$ cat config.mk
export PLATFORM = sky130hd
export DESIGN_NAME = dedicated_ref_clock_in_ctrl
export DESIGN_NICKNAME = d
export VERILOG_FILES = /design/src/hw/dedicated_ref_clock_in_ctrl_pkg.sv /design/src/hw/dedicated_ref_clock_in_ctrl.sv /design/src/hw/word_clk_div.sv
export SDC_FILE = /design/constraint.sdc
export NUM_CORES = 1
export LEC_CHECK = 0
export BUFFER_PORTS_ARGS = -buffer_cell sky130_fd_sc_hd__buf_2
export CAP_MARGIN = 40
export CORE_ASPECT_RATIO = 0.7
export CORE_MARGIN = 4
export CORE_UTILIZATION = 46
export CTS_BUF_LIST = sky130_fd_sc_hd__clkbuf_8
export CTS_CLUSTER_SIZE = 16
export DETAILED_ROUTE_END_ITERATION = 8
export GPL_TIMING_DRIVEN = 0
export PLACE_DENSITY = 0.85
export SLEW_MARGIN = 20
export SYNTH_ARGS = -nofsm -noshare
export SYNTH_HDL_FRONTEND = slang
export SYNTH_SLANG_ARGS = --single-unit
$ cat constraint.sdc
create_clock -name MCLK_I -period 1.27 [get_ports MCLK_I]
set_input_delay 0.0635 -clock MCLK_I [delete_from_list [all_inputs] [get_ports MCLK_I]]
set_output_delay 0.0635 -clock MCLK_I [all_outputs]
set_load 0.005 [all_outputs]
$ cat src/hw/dedicated_ref_clock_in_ctrl_pkg.sv
// Constants shared by the reference clock control block and its divider.
// Assumes a 100 MHz system clock and an AXI4-Lite register master.
package dedicated_ref_clock_in_ctrl_pkg;
  // Clock period and reset qualification time.
  localparam int CLK_PERIOD_NS = 10;
  localparam int RST_MIN_LOW_NS = 1000;
  localparam int RST_MIN_LOW_CYC = (RST_MIN_LOW_NS + CLK_PERIOD_NS - 1) / CLK_PERIOD_NS;
  localparam int RST_CNT_W = 8;
  // Reference, word clock and transmit divide ratios against the serial line rate.
  localparam logic [5:0] REF_DIV_HIGH = 6'h10;
  localparam logic [5:0] REF_DIV_LOW = 6'h20;
  localparam logic [5:0] WORD_DIV = 6'h04;
  localparam logic [5:0] DIV_HALF_WORD = 6'h02;
  // Register byte addresses.
  localparam logic [3:0] ADDR_CTRL = 4'h0;
  localparam logic [3:0] ADDR_STAT = 4'h4;
  localparam logic [3:0] ADDR_RATIO = 4'h8;
  // Control field positions and reset value.
  localparam int CTRL_RATE_BIT = 0;
  localparam int CTRL_SRC_BIT = 1;
  localparam int CTRL_LTR_BIT = 2;
  localparam logic [2:0] CTRL_RESET = 3'h7;
  // Status field positions and bus response codes.
  localparam int STAT_SEL_BIT = 0;
  localparam int STAT_LOCKREF_BIT = 1;
  localparam int STAT_RST_BIT = 2;
  localparam int STAT_BUSY_BIT = 3;
  localparam logic [1:0] RESP_OKAY = 2'h0;
  localparam logic [1:0] RESP_SLVERR = 2'h2;
  // Glitch-free switch states.
  typedef enum logic [3:0] {
    SW_RUN = 4'h1,
    SW_DROP = 4'h2,
    SW_WAIT = 4'h4,
    SW_PICK = 4'h8
  } sw_state_t;
endpackage : dedicated_ref_clock_in_ctrl_pkg

$ cat src/hw/dedicated_ref_clock_in_ctrl.sv
// Reference clock selection, reset qualification and receive word clock derivation.
// Assumes clocks from pins arrive as enable-style levels sampled on MCLK_I.
// Summary of operation
// - Rate high expects reference at line/16.
// - Rate low expects reference at line/32.
// - Rate select ignored when source select low.
// - Source low selects transmit word clock.
// - Source high selects dedicated reference input.
// - Selected reference drives SEL_REF_CLK_O; transmit serial clock is line/2 from line ticks.
// - Recovery loop centres and checks lock on reference.
// - Reset low for 1 us resets device.
// - Primary receive clock is recovered clock divided.
// - Lock-to-reference keeps receive clock stable without data.
// - Control low locks loop to reference, high data.
// - Word is 4 bits; clock is line/4.
`timescale 1ns/1ps
module dedicated_ref_clock_in_ctrl
  import dedicated_ref_clock_in_ctrl_pkg::*;
(
  // System.
  input wire logic MCLK_I,
  input wire logic SYS_RST_I,
  // Pins.
  input wire logic RESET_N_I,
  input wire logic DEDICATED_REF_CLOCK_IN_I,
  input wire logic TX_WORD_CLOCK_IN_I,
  input wire logic LINE_TICK_I,
  input wire logic RECOV_TICK_I,
  // Clock outputs.
  output logic SEL_REF_CLK_O,
  output logic TX_SERIAL_CLOCK_OUT_O,
  output logic RX_PRIMARY_WORD_CLOCK_O,
  output logic LOCK_TO_REF_O,
  output logic DEV_RST_O,
  // AXI4-Lite.
  input wire logic [3:0] AWADDR_I,
  input wire logic AWVALID_I,
  output logic AWREADY_O,
  input wire logic [31:0] WDATA_I,
  input wire logic [3:0] WSTRB_I,
  input wire logic WVALID_I,
  output logic WREADY_O,
  output logic [1:0] BRESP_O,
  output logic BVALID_O,
  input wire logic BREADY_I,
  input wire logic [3:0] ARADDR_I,
  input wire logic ARVALID_I,
  output logic ARREADY_O,
  output logic [31:0] RDATA_O,
  output logic [1:0] RRESP_O,
  output logic RVALID_O,
  input wire logic RREADY_I
);
  typedef struct packed {
    logic [2:0] rst_s;
    logic [2:0] ref_s;
    logic [2:0] tx_s;
    logic rst_n_q;
    logic ref_q;
    logic tx_q;
    logic [RST_CNT_W-1:0] rst_cnt;
    logic dev_rst;
    logic [2:0] ctrl;
    logic sel_cur;
    logic sel_clk;
    sw_state_t sw;
    logic awok;
    logic wok;
    logic [3:0] awaddr;
    logic [31:0] wdata;
    logic [3:0] wstrb;
    logic bvalid;
    logic [1:0] bresp;
    logic rvalid;
    logic [31:0] rdata;
    logic [1:0] rresp;
    logic awrdy;
    logic wrdy;
    logic arrdy;
    logic lockref;
    logic tx_out;
    logic rx_out;
  } st_t;
  st_t s_r;
  st_t s_nxt;
  logic sel_want;
  logic [5:0] ref_ratio;
  logic [5:0] tx_ratio;
  logic [5:0] rx_ratio;
  logic tx_clk;
  logic rx_clk;
  logic rx_tick;
  logic tx_pulse;
  logic rx_pulse;
  // Source low uses word clock, so rate only counts when source high.
  assign sel_want = s_r.ctrl[CTRL_SRC_BIT];
  assign ref_ratio = (s_r.ctrl[CTRL_SRC_BIT] && s_r.ctrl[CTRL_RATE_BIT]) ? REF_DIV_HIGH : REF_DIV_LOW;
  assign tx_ratio = DIV_HALF_WORD;
  // Transmit serial clock runs at half the line tick rate whatever the reference does; modelled by line ticks.
  assign rx_tick = s_r.ctrl[CTRL_LTR_BIT] ? RECOV_TICK_I : LINE_TICK_I;
  assign rx_ratio = WORD_DIV;
  word_clk_div tx_div_u (
    .clk_i(MCLK_I),
    .rst_i(s_r.dev_rst),
    .tick_i(LINE_TICK_I),
    .ratio_i(tx_ratio),
    .clk_o(tx_clk),
    .pulse_o(tx_pulse)
  );
  word_clk_div rx_div_u (
    .clk_i(MCLK_I),
    .rst_i(s_r.dev_rst),
    .tick_i(rx_tick),
    .ratio_i(rx_ratio),
    .clk_o(rx_clk),
    .pulse_o(rx_pulse)
  );
  logic aw_go;
  logic w_go;
  always_comb
  begin
    s_nxt = s_r;
    aw_go = AWVALID_I && !s_r.awok && !s_r.bvalid;
    w_go = WVALID_I && !s_r.wok && !s_r.bvalid;
    // Three-stage pin synchronisers; change counts when stages two and three agree.
    s_nxt.rst_s = {s_r.rst_s[1:0], RESET_N_I};
    s_nxt.ref_s = {s_r.ref_s[1:0], DEDICATED_REF_CLOCK_IN_I};
    s_nxt.tx_s = {s_r.tx_s[1:0], TX_WORD_CLOCK_IN_I};
    if (s_r.rst_s[1] == s_r.rst_s[2])
      s_nxt.rst_n_q = s_r.rst_s[2];
    if (s_r.ref_s[1] == s_r.ref_s[2])
      s_nxt.ref_q = s_r.ref_s[2];
    if (s_r.tx_s[1] == s_r.tx_s[2])
      s_nxt.tx_q = s_r.tx_s[2];
    // Short glitches on the reset pin are ignored until the low time is met.
    if (s_r.rst_n_q)
    begin
      s_nxt.rst_cnt = '0;
      s_nxt.dev_rst = 1'b0;
    end
    else if (s_r.rst_cnt >= RST_CNT_W'(RST_MIN_LOW_CYC - 1))
      s_nxt.dev_rst = 1'b1;
    else
      s_nxt.rst_cnt = s_r.rst_cnt + 1'b1;
    // Switch only while the output is low, so no high phase is cut short.
    case (s_r.sw)
      SW_RUN:
      begin
        s_nxt.sel_clk = s_r.sel_cur ? s_r.ref_q : s_r.tx_q;
        if (sel_want != s_r.sel_cur)
          s_nxt.sw = SW_DROP;
      end
      SW_DROP:
      begin
        s_nxt.sel_clk = s_r.sel_cur ? s_r.ref_q : s_r.tx_q;
        if (!(s_r.sel_cur ? s_r.ref_q : s_r.tx_q))
        begin
          s_nxt.sel_clk = 1'b0;
          s_nxt.sw = SW_WAIT;
        end
      end
      SW_WAIT:
      begin
        s_nxt.sel_clk = 1'b0;
        s_nxt.sel_cur = sel_want;
        s_nxt.sw = SW_PICK;
      end
      SW_PICK:
      begin
        s_nxt.sel_clk = 1'b0;
        if (!(s_r.sel_cur ? s_r.ref_q : s_r.tx_q))
          s_nxt.sw = SW_RUN;
      end
      default:
        s_nxt.sw = SW_RUN;
    endcase
    // AXI4-Lite write path.
    if (aw_go)
    begin
      s_nxt.awok = 1'b1;
      s_nxt.awaddr = AWADDR_I;
    end
    if (w_go)
    begin
      s_nxt.wok = 1'b1;
      s_nxt.wdata = WDATA_I;
      s_nxt.wstrb = WSTRB_I;
    end
    if (s_r.awok && s_r.wok && !s_r.bvalid)
    begin
      s_nxt.awok = 1'b0;
      s_nxt.wok = 1'b0;
      s_nxt.bvalid = 1'b1;
      s_nxt.bresp = RESP_OKAY;
      if (s_r.awaddr[3:2] == ADDR_CTRL[3:2])
      begin
        if (s_r.wstrb[0])
          s_nxt.ctrl = s_r.wdata[2:0];
      end
      else if (s_r.awaddr[3:2] != ADDR_STAT[3:2] && s_r.awaddr[3:2] != ADDR_RATIO[3:2])
        s_nxt.bresp = RESP_SLVERR;
    end
    if (s_r.bvalid && BREADY_I)
      s_nxt.bvalid = 1'b0;
    // AXI4-Lite read path.
    if (ARVALID_I && !s_r.rvalid)
    begin
      s_nxt.rvalid = 1'b1;
      s_nxt.rresp = RESP_OKAY;
      s_nxt.rdata = 32'h00000000;
      case (ARADDR_I[3:2])
        ADDR_CTRL[3:2]: s_nxt.rdata[2:0] = s_r.ctrl;
        ADDR_STAT[3:2]:
        begin
          s_nxt.rdata[STAT_SEL_BIT] = s_r.sel_cur;
          s_nxt.rdata[STAT_LOCKREF_BIT] = !s_r.ctrl[CTRL_LTR_BIT];
          s_nxt.rdata[STAT_RST_BIT] = s_r.dev_rst;
          s_nxt.rdata[STAT_BUSY_BIT] = (s_r.sw != SW_RUN);
        end
        ADDR_RATIO[3:2]: s_nxt.rdata[5:0] = ref_ratio;
        default: s_nxt.rresp = RESP_SLVERR;
      endcase
    end
    if (s_r.rvalid && RREADY_I)
      s_nxt.rvalid = 1'b0;
    // Readies and lock output are flops too, so each is worked out from the next state; clock outputs copy the divider outputs.
    s_nxt.awrdy = !s_nxt.awok && !s_nxt.bvalid;
    s_nxt.wrdy = !s_nxt.wok && !s_nxt.bvalid;
    s_nxt.arrdy = !s_nxt.rvalid;
    s_nxt.lockref = !s_nxt.ctrl[CTRL_LTR_BIT];
    s_nxt.tx_out = tx_clk;
    s_nxt.rx_out = rx_clk;
  end
  always_ff @(posedge MCLK_I)
  begin
    if (SYS_RST_I)
    begin
      s_r <= '0;
      s_r.rst_s <= 3'h7;
      s_r.rst_n_q <= 1'b1;
      s_r.ctrl <= CTRL_RESET;
      s_r.sel_cur <= 1'b1;
      s_r.sw <= SW_RUN;
      s_r.awrdy <= 1'b1;
      s_r.wrdy <= 1'b1;
      s_r.arrdy <= 1'b1;
    end
    else
    begin
      s_r <= s_nxt;
    end
  end
  assign SEL_REF_CLK_O = s_r.sel_clk;
  assign TX_SERIAL_CLOCK_OUT_O = s_r.tx_out;
  assign RX_PRIMARY_WORD_CLOCK_O = s_r.rx_out;
  assign LOCK_TO_REF_O = s_r.lockref;
  assign DEV_RST_O = s_r.dev_rst;
  assign AWREADY_O = s_r.awrdy;
  assign WREADY_O = s_r.wrdy;
  assign BVALID_O = s_r.bvalid;
  assign BRESP_O = s_r.bresp;
  assign ARREADY_O = s_r.arrdy;
  assign RVALID_O = s_r.rvalid;
  assign RDATA_O = s_r.rdata;
  assign RRESP_O = s_r.rresp;
  // Checker-only count of qualified low cycles, kept apart so the reset check does not trust the design counter.
  logic [RST_CNT_W-1:0] low_run_r;
  always_ff @(posedge MCLK_I)
  begin
    if (SYS_RST_I || s_r.rst_n_q)
      low_run_r <= '0;
    else if (low_run_r != '1)
      low_run_r <= low_run_r + 1'b1;
  end
  rst_wait_a: assert property (@(posedge MCLK_I) disable iff (SYS_RST_I)
    $rose(s_r.dev_rst) |-> s_r.rst_cnt >= RST_CNT_W'(RST_MIN_LOW_CYC - 1))
    else $error("Internal reset raised before the low time.");
  rst_rel_a: assert property (@(posedge MCLK_I) disable iff (SYS_RST_I)
    s_r.rst_n_q |=> !s_r.dev_rst)
    else $error("Internal reset held after pin released.");
  rate_ign_a: assert property (@(posedge MCLK_I) disable iff (SYS_RST_I)
    !s_r.ctrl[CTRL_SRC_BIT] |-> ref_ratio == REF_DIV_LOW)
    else $error("Rate select acted with word clock source.");
  rate_hi_a: assert property (@(posedge MCLK_I) disable iff (SYS_RST_I)
    (s_r.ctrl[CTRL_SRC_BIT] && s_r.ctrl[CTRL_RATE_BIT]) |-> ref_ratio == REF_DIV_HIGH)
    else $error("Wrong ratio for high rate.");
  rate_lo_a: assert property (@(posedge MCLK_I) disable iff (SYS_RST_I)
    (s_r.ctrl[CTRL_SRC_BIT] && !s_r.ctrl[CTRL_RATE_BIT]) |-> ref_ratio == REF_DIV_LOW)
    else $error("Wrong ratio for low rate.");
  sel_run_a: assert property (@(posedge MCLK_I) disable iff (SYS_RST_I)
    (s_r.sw == SW_RUN && $past(s_r.sw) == SW_RUN && sel_want == s_r.sel_cur && $past(sel_want) == s_r.sel_cur)
    |-> s_r.sel_clk == $past(s_r.sel_cur ? s_r.ref_q : s_r.tx_q))
    else $error("Selected clock does not follow chosen source.");
  no_runt_a: assert property (@(posedge MCLK_I) disable iff (SYS_RST_I)
    (s_r.sw == SW_WAIT || s_r.sw == SW_PICK) |-> !s_r.sel_clk)
    else $error("Clock high during source change.");
  ltr_src_a: assert property (@(posedge MCLK_I) disable iff (SYS_RST_I)
    !s_r.ctrl[CTRL_LTR_BIT] |-> rx_tick == LINE_TICK_I)
    else $error("Loop not on reference while forced.");
  word_div_a: assert property (@(posedge MCLK_I) disable iff (SYS_RST_I || s_r.dev_rst)
    rx_pulse |=> !rx_pulse [*3])
    else $error("Word clock faster than one per four bits.");
  rst_len_a: assert property (@(posedge MCLK_I) disable iff (SYS_RST_I)
    $rose(s_r.dev_rst) |-> low_run_r >= RST_CNT_W'(RST_MIN_LOW_CYC))
    else $error("Internal reset raised before the pin was low long enough.");
  rst_div_a: assert property (@(posedge MCLK_I) disable iff (SYS_RST_I)
    s_r.dev_rst |=> !tx_pulse && !rx_pulse)
    else $error("Dividers kept running in device reset.");
  tx_div_a: assert property (@(posedge MCLK_I) disable iff (SYS_RST_I || s_r.dev_rst)
    tx_pulse |=> !tx_pulse)
    else $error("Transmit clock faster than half the tick rate.");
  ltr_tick_a: assert property (@(posedge MCLK_I) disable iff (SYS_RST_I)
    s_r.ctrl[CTRL_LTR_BIT] |-> rx_tick == RECOV_TICK_I)
    else $error("Loop not on data while unforced.");
  drop_low_a: assert property (@(posedge MCLK_I) disable iff (SYS_RST_I)
    (s_r.sw == SW_DROP && !(s_r.sel_cur ? s_r.ref_q : s_r.tx_q)) |=> (!s_r.sel_clk && s_r.sw == SW_WAIT))
    else $error("Old clock not parked low before the change.");
  wait_sel_a: assert property (@(posedge MCLK_I) disable iff (SYS_RST_I)
    s_r.sw == SW_WAIT |=> s_r.sel_cur == $past(sel_want))
    else $error("Wrong source taken during the change.");
  pick_run_a: assert property (@(posedge MCLK_I) disable iff (SYS_RST_I)
    (s_r.sw == SW_PICK && !(s_r.sel_cur ? s_r.ref_q : s_r.tx_q)) |=> s_r.sw == SW_RUN)
    else $error("Switch did not resume on a low new clock.");
  // The bus answer must stand until the master takes it.
  resp_hold_a: assert property (@(posedge MCLK_I) disable iff (SYS_RST_I)
    (BVALID_O && !BREADY_I) |=> (BVALID_O && $stable(BRESP_O)))
    else $error("Write response dropped before it was taken.");
  read_hold_a: assert property (@(posedge MCLK_I) disable iff (SYS_RST_I)
    (RVALID_O && !RREADY_I) |=> (RVALID_O && $stable(RDATA_O) && $stable(RRESP_O)))
    else $error("Read data dropped before it was taken.");
  write_busy_a: assert property (@(posedge MCLK_I) disable iff (SYS_RST_I)
    BVALID_O |-> (!AWREADY_O && !WREADY_O))
    else $error("Write accepted while a response is pending.");
  ar_busy_a: assert property (@(posedge MCLK_I) disable iff (SYS_RST_I)
    RVALID_O |-> !ARREADY_O)
    else $error("Read accepted while data is pending.");
  sw_c: cover property (@(posedge MCLK_I) disable iff (SYS_RST_I) s_r.sw == SW_PICK ##1 s_r.sw == SW_RUN);
  rst_c: cover property (@(posedge MCLK_I) disable iff (SYS_RST_I) $rose(s_r.dev_rst));
  wr_c: cover property (@(posedge MCLK_I) disable iff (SYS_RST_I) s_r.bvalid && BREADY_I);
  tx_c: cover property (@(posedge MCLK_I) disable iff (SYS_RST_I) tx_pulse);
  ltr_c: cover property (@(posedge MCLK_I) disable iff (SYS_RST_I) $fell(s_r.ctrl[CTRL_LTR_BIT]));
endmodule : dedicated_ref_clock_in_ctrl

$ cat src/hw/word_clk_div.sv
// Divides an enable-pulse clock stream by a given even ratio.
// Assumes tick_i pulses once per fast clock edge and ratio is even and nonzero.
`timescale 1ns/1ps
module word_clk_div
  import dedicated_ref_clock_in_ctrl_pkg::*;
(
  // System.
  input wire logic clk_i,
  input wire logic rst_i,
  // Control.
  input wire logic tick_i,
  input wire logic [5:0] ratio_i,
  // Output.
  output logic clk_o,
  output logic pulse_o
);
  typedef struct packed {
    logic [5:0] cnt;
    logic clk;
    logic pulse;
  } div_t;
  div_t s_r;
  div_t s_nxt;
  always_comb
  begin
    s_nxt = s_r;
    s_nxt.pulse = 1'b0;
    if (tick_i)
    begin
      if (s_r.cnt >= (ratio_i >> 1) - 6'h01)
      begin
        s_nxt.cnt = 6'h00;
        s_nxt.clk = ~s_r.clk;
        s_nxt.pulse = ~s_r.clk;
      end
      else
      begin
        s_nxt.cnt = s_r.cnt + 6'h01;
      end
    end
  end
  always_ff @(posedge clk_i)
  begin
    if (rst_i)
      s_r <= '0;
    else
      s_r <= s_nxt;
  end
  assign clk_o = s_r.clk;
  assign pulse_o = s_r.pulse;
endmodule : word_clk_div

==> implementation parameters <==
Parameter                              Value

Global route
  GRT Total Usage ... 18.0%
  Grt total ovfl ... 0
  Number of antenna violations at the first check in global routing ... 0
  Pin count of the biggest net entering global routing ... 13
  First-pass GRT wire length ... 10200 um
  Via count of the first global-routing pass ... 2166

Power and ir drop
  Power density over the cells ... 1300 mW/mm^2
  Post-layout total power ... 4940 uW
  Maximum vdd ir drop ... 1030 uV
  Leakage power figure ... 0.00167 uW

Drt
  Initial DRC Count ... 130
  Total iterations of the first detailed-routing run ... 4
  Vias per inst ... 4.96
  Total via count in the routed design ... 2352
  WL per Instance ... 14.6 um
  Post-detailed-route count of antenna-violating nets ... 0
  Residual DRC count ... 0
  Wire length reported by the detailed router ... 6910 um

Setup path
  Family with the most delay on the worst path ... simple AND/OR/NAND/NOR gates
  Kind of end point of the critical path ... register
  Setup crit start kind ... register
  Worst path buffer plus inverter count ... 0
  Critical Path Slowest Stage Cell ... or4_4
  Endpoint of the worst-slack reg-to-reg timing path ... s_r[96]
  Required time of the critical path ... 1.54 ns
  Chain of cells forming the critical path ... ha_4, or4_4, a31oi_4, mux2i_1
  Minimum setup slack among reg-to-reg paths ... -0.20 ns
  Worst reg2reg path startpoint ... s_r[96]
  Largest stage delay, worst path ... 0.43 ns
  Max FO, Critical Path ... 4
  Depth of the worst register-to-register path ... 4
  Critical Path AT ... 1.74 ns
  Crit Path Category ... register to register

STA
  Period minus WS final ... 1.47 ns
  Total setup violations reported at the end of the flow ... 5
  Final Hold Vio Count ... 0
  Final count of pins violating max slew ... 0
  Worst clock skew on the final layout ... 0.0104 ns
  Minimum hold slack ... 0.0115 ns
  Achievable clock frequency ... 678 MHz
  Unrepaired setup endpoints after global routing ... yes
  Setup WS post-layout ... -0.204 ns
  Portion of the clock cycle consumed by the worst path in the final layout ... 116%

Die
  Total number of placement rows ... 23
  Horizontal die dimension ... 101 um
  Die height ... 73.1 um
  I/O pin total ... 102
  Effective utilization at floorplan ... 48.2%
  Core region area ... 0.00578 sq mm
  DIE AREA ... 0.00739 sq mm

Status
  Violations in the final reports ... setup timing
  Result of the run ... finished, violations left

Finish
  Non-Filler Cell Area, Final ... 0.00380 sq mm
  Ratio of cells with drive above 1 in the final layout ... 39.3%
  Diode count ... 0
  Post-layout nets ... 454
  Filler Cells Inserted ... 443
  Layout overhead on the synthesized area ... 36.4%

Yosys
  Synthesis-stage register bit count ... 62
  Adder-cell share of the synthesized area ... 1.80%
  Seq/Total Area, Yosys ... 44.5%
  Mean area per synthesized cell ... 9.58 sq um
  Distinct cell type count after synthesis ... 57
  Fraction of registers with async set or reset after synthesis ... 0%
  Xor-xnor portion of the synthesized cell area ... 0.628%
  Number of enable-type register cells in the synthesized netlist ... 0
  Most used DFF post-synth ... dfxtp_1
  Share of cell area taken by muxes after synthesis ... 5.25%
  Synthesis Warnings ... 0
  Synthesized-area fraction occupied by ao, oa, aoi and oai cells ... 14.0%
  Post-Syn Instances ... 291
  Post-synthesis simple-gate area fraction ... 21.3%
  Main combinational cell family by area after synthesis ... simple AND/OR/NAND/NOR gates
  Post-Syn Area ... 0.00279 sq mm

Min path
  Cell depth of the worst hold path ... 3
  Terminating pin of the worst hold path ... RRESP_O[1]
  Launch instance of the worst min-delay path ... ARADDR_I[3]
  Worst hold path type ... primary input to register

Placement
  IO Port Bufs ... 36
  Placer congestion estimate ... 0.850
  Dpl cell area ... 0.00317 sq mm
  Post-DP HPWL ... 4130 um

Clock network
  Root buffer cell ... clkbuf_8
  Buffers from clock root to sink, at most ... 2
  Skew-Pair Late Insertion Delay ... 0.35 ns
  Sink Count ... 62
  Clock transition at path regs ... 0.07 ns
  Depth of the CTS H-tree ... 3
  Number of buffers inserted during clock tree synthesis ... 9
  TritonCTS clock tree ... yes

Run
  Max cap viols ... 0
## cell usage in the layout, fill, tap and decap left out, types with 3 or more instances in the layout
master          n
nor2b_1        15
nand3_1         5
a211oi_1        3
conb_1         28
or2_2           4
dfxtp_4         7
nand4_1         4
dlygate4sd3_1  11
clkbuf_8       10
or3_1           4
clkinv_4        3
mux2_2          4
nand2_1        19
dfxtp_2         7
a311o_1         3
inv_1           4
buf_4          56
o21ai_0         4
clkbuf_1        6
buf_6           3
dfxtp_1        48
a21oi_1        20
o21bai_1        3
nor3b_4         3
buf_2          36
mux2i_1         8
nand3b_1        3
nand2b_1        3
nor2_1         18
## power breakdown
group          total [uW]  internal (uW)  switching, uW
Clock                1790            967            824
Sequential           2190           2090           98.9
Combinational         958            544            414
## registers in the layout (all words and copies together) (netlist names)
signal and flops:
s_r 30, RDATA_O 6, rx_div_u.s_r 6, s_nxt 6, ARREADY_O 1, AWREADY_O 1
BRESP_O 1, BVALID_O 1, DEV_RST_O 1, LOCK_TO_REF_O 1, RRESP_O 1, RVALID_O 1
RX_PRIMARY_WORD_CLOCK_O 1, SEL_REF_CLK_O 1, TX_SERIAL_CLOCK_OUT_O 1, WREADY_O 1, rx_div_u.clk_o 1, tx_div_u.clk_o 1
## tightest hold or removal path, stage by stage
cell and delay [ns]:
buf_2 0.12, nand3_1 0.07, a21oi_1 0.06
## worst max path at each step
| stage | from | to | slack, ns | cells past startpoint |
|---|---|---|---|---|
| 3_3_place_gp | s_r[96] | s_r[96] | -0.16 | 4 |
| 6_report | s_r[96] | s_r[96] | -0.20 | 4 |
| 4_1_cts | s_r[97] | s_r[96] | -0.22 | 4 |
| 3_5_place_dp | s_r[97] | s_r[96] | -0.21 | 4 |
| 2_1_floorplan | s_r[97] | s_r[96] | -0.08 | 4 |
| 5_1_grt | s_r[97] | s_r[96] | -0.26 | 4 |
## what timing repair did
action,in CTS,in global routing
pin swaps,6,11
setup buffers,9,11
hold endpoints to repair,11,0
gates resized for setup,26,28
endpoints found under the setup margin,15,23
gates cloned,0,0
hold buffers,11,0
## area by class of cell
class,count,area (sq um),area share (%)
Sequential cell,62,1280,33.6
Buffer,45,323,8.49
Clock buffer,10,138,3.62
Timing Repair Buffer,67,444,11.7
Tap cell,75,93.8,2.47
Clock inverter,6,71.3,1.88
Multi-Input combinational cell,204,1440,37.8
Inverter,5,18.8,0.494
## routing by layer
layer	routed length, um	track usage [%]	vias to the layer above
met3	456	7.35	13
met2	3570	30.4	76
met1	2770	20.7	1097
met5	0	0	-
met4	116	5.90	0
li1	-	-	1166
## kinds of logic (layout without fill, tap and decap cells)
| logic type | after synthesis | count (layout) |
|---|---|---|
| buffers and inverters | 52 | 133 |
| and+or+nand+nor | 99 | 99 |
| DFF | 62 | 62 |
| muxes | 14 | 14 |
| xor gates and xnor gates | 2 | 2 |
| AOI/OAI and AO/OA | 57 | 57 |
| adders and majority gates | 4 | 4 |
| other | 1 | 28 |
## synth_stat cells (4+ instances only)
cell	count	area share, %
a21oi_1	23	4.1
buf_4	36	9.7
clkbuf_1	6	0.81
dfxtp_1	62	45
ha_1	4	1.8
inv_1	5	0.67
mux2_2	5	2.0
mux2i_1	9	3.2
nand2_1	19	2.6
nand2b_1	4	0.90
nand3_1	5	0.90
nand4_1	4	0.90
nor2_1	18	2.4
nor2b_1	16	3.6
o21ai_0	4	0.72
or2_2	4	0.90
or3_1	4	0.90
## through the flow
step | instances | setup TNS (ns) | setup slack (ns) | util (%)
final | 474 | -0.581 | -0.204 | 65.7
after global routing | 474 | -1.03 | -0.256 | 65.7
after CTS | 463 | -0.533 | -0.223 | 62.6
after detailed placement | 429 | -1.32 | -0.212 | 54.8
after global placement | 429 | -0.817 | -0.157 | 54.8
after floorplan | 318 | -0.276 | -0.0840 | -
No activity file was read; power rests on OpenSTA's default activity.
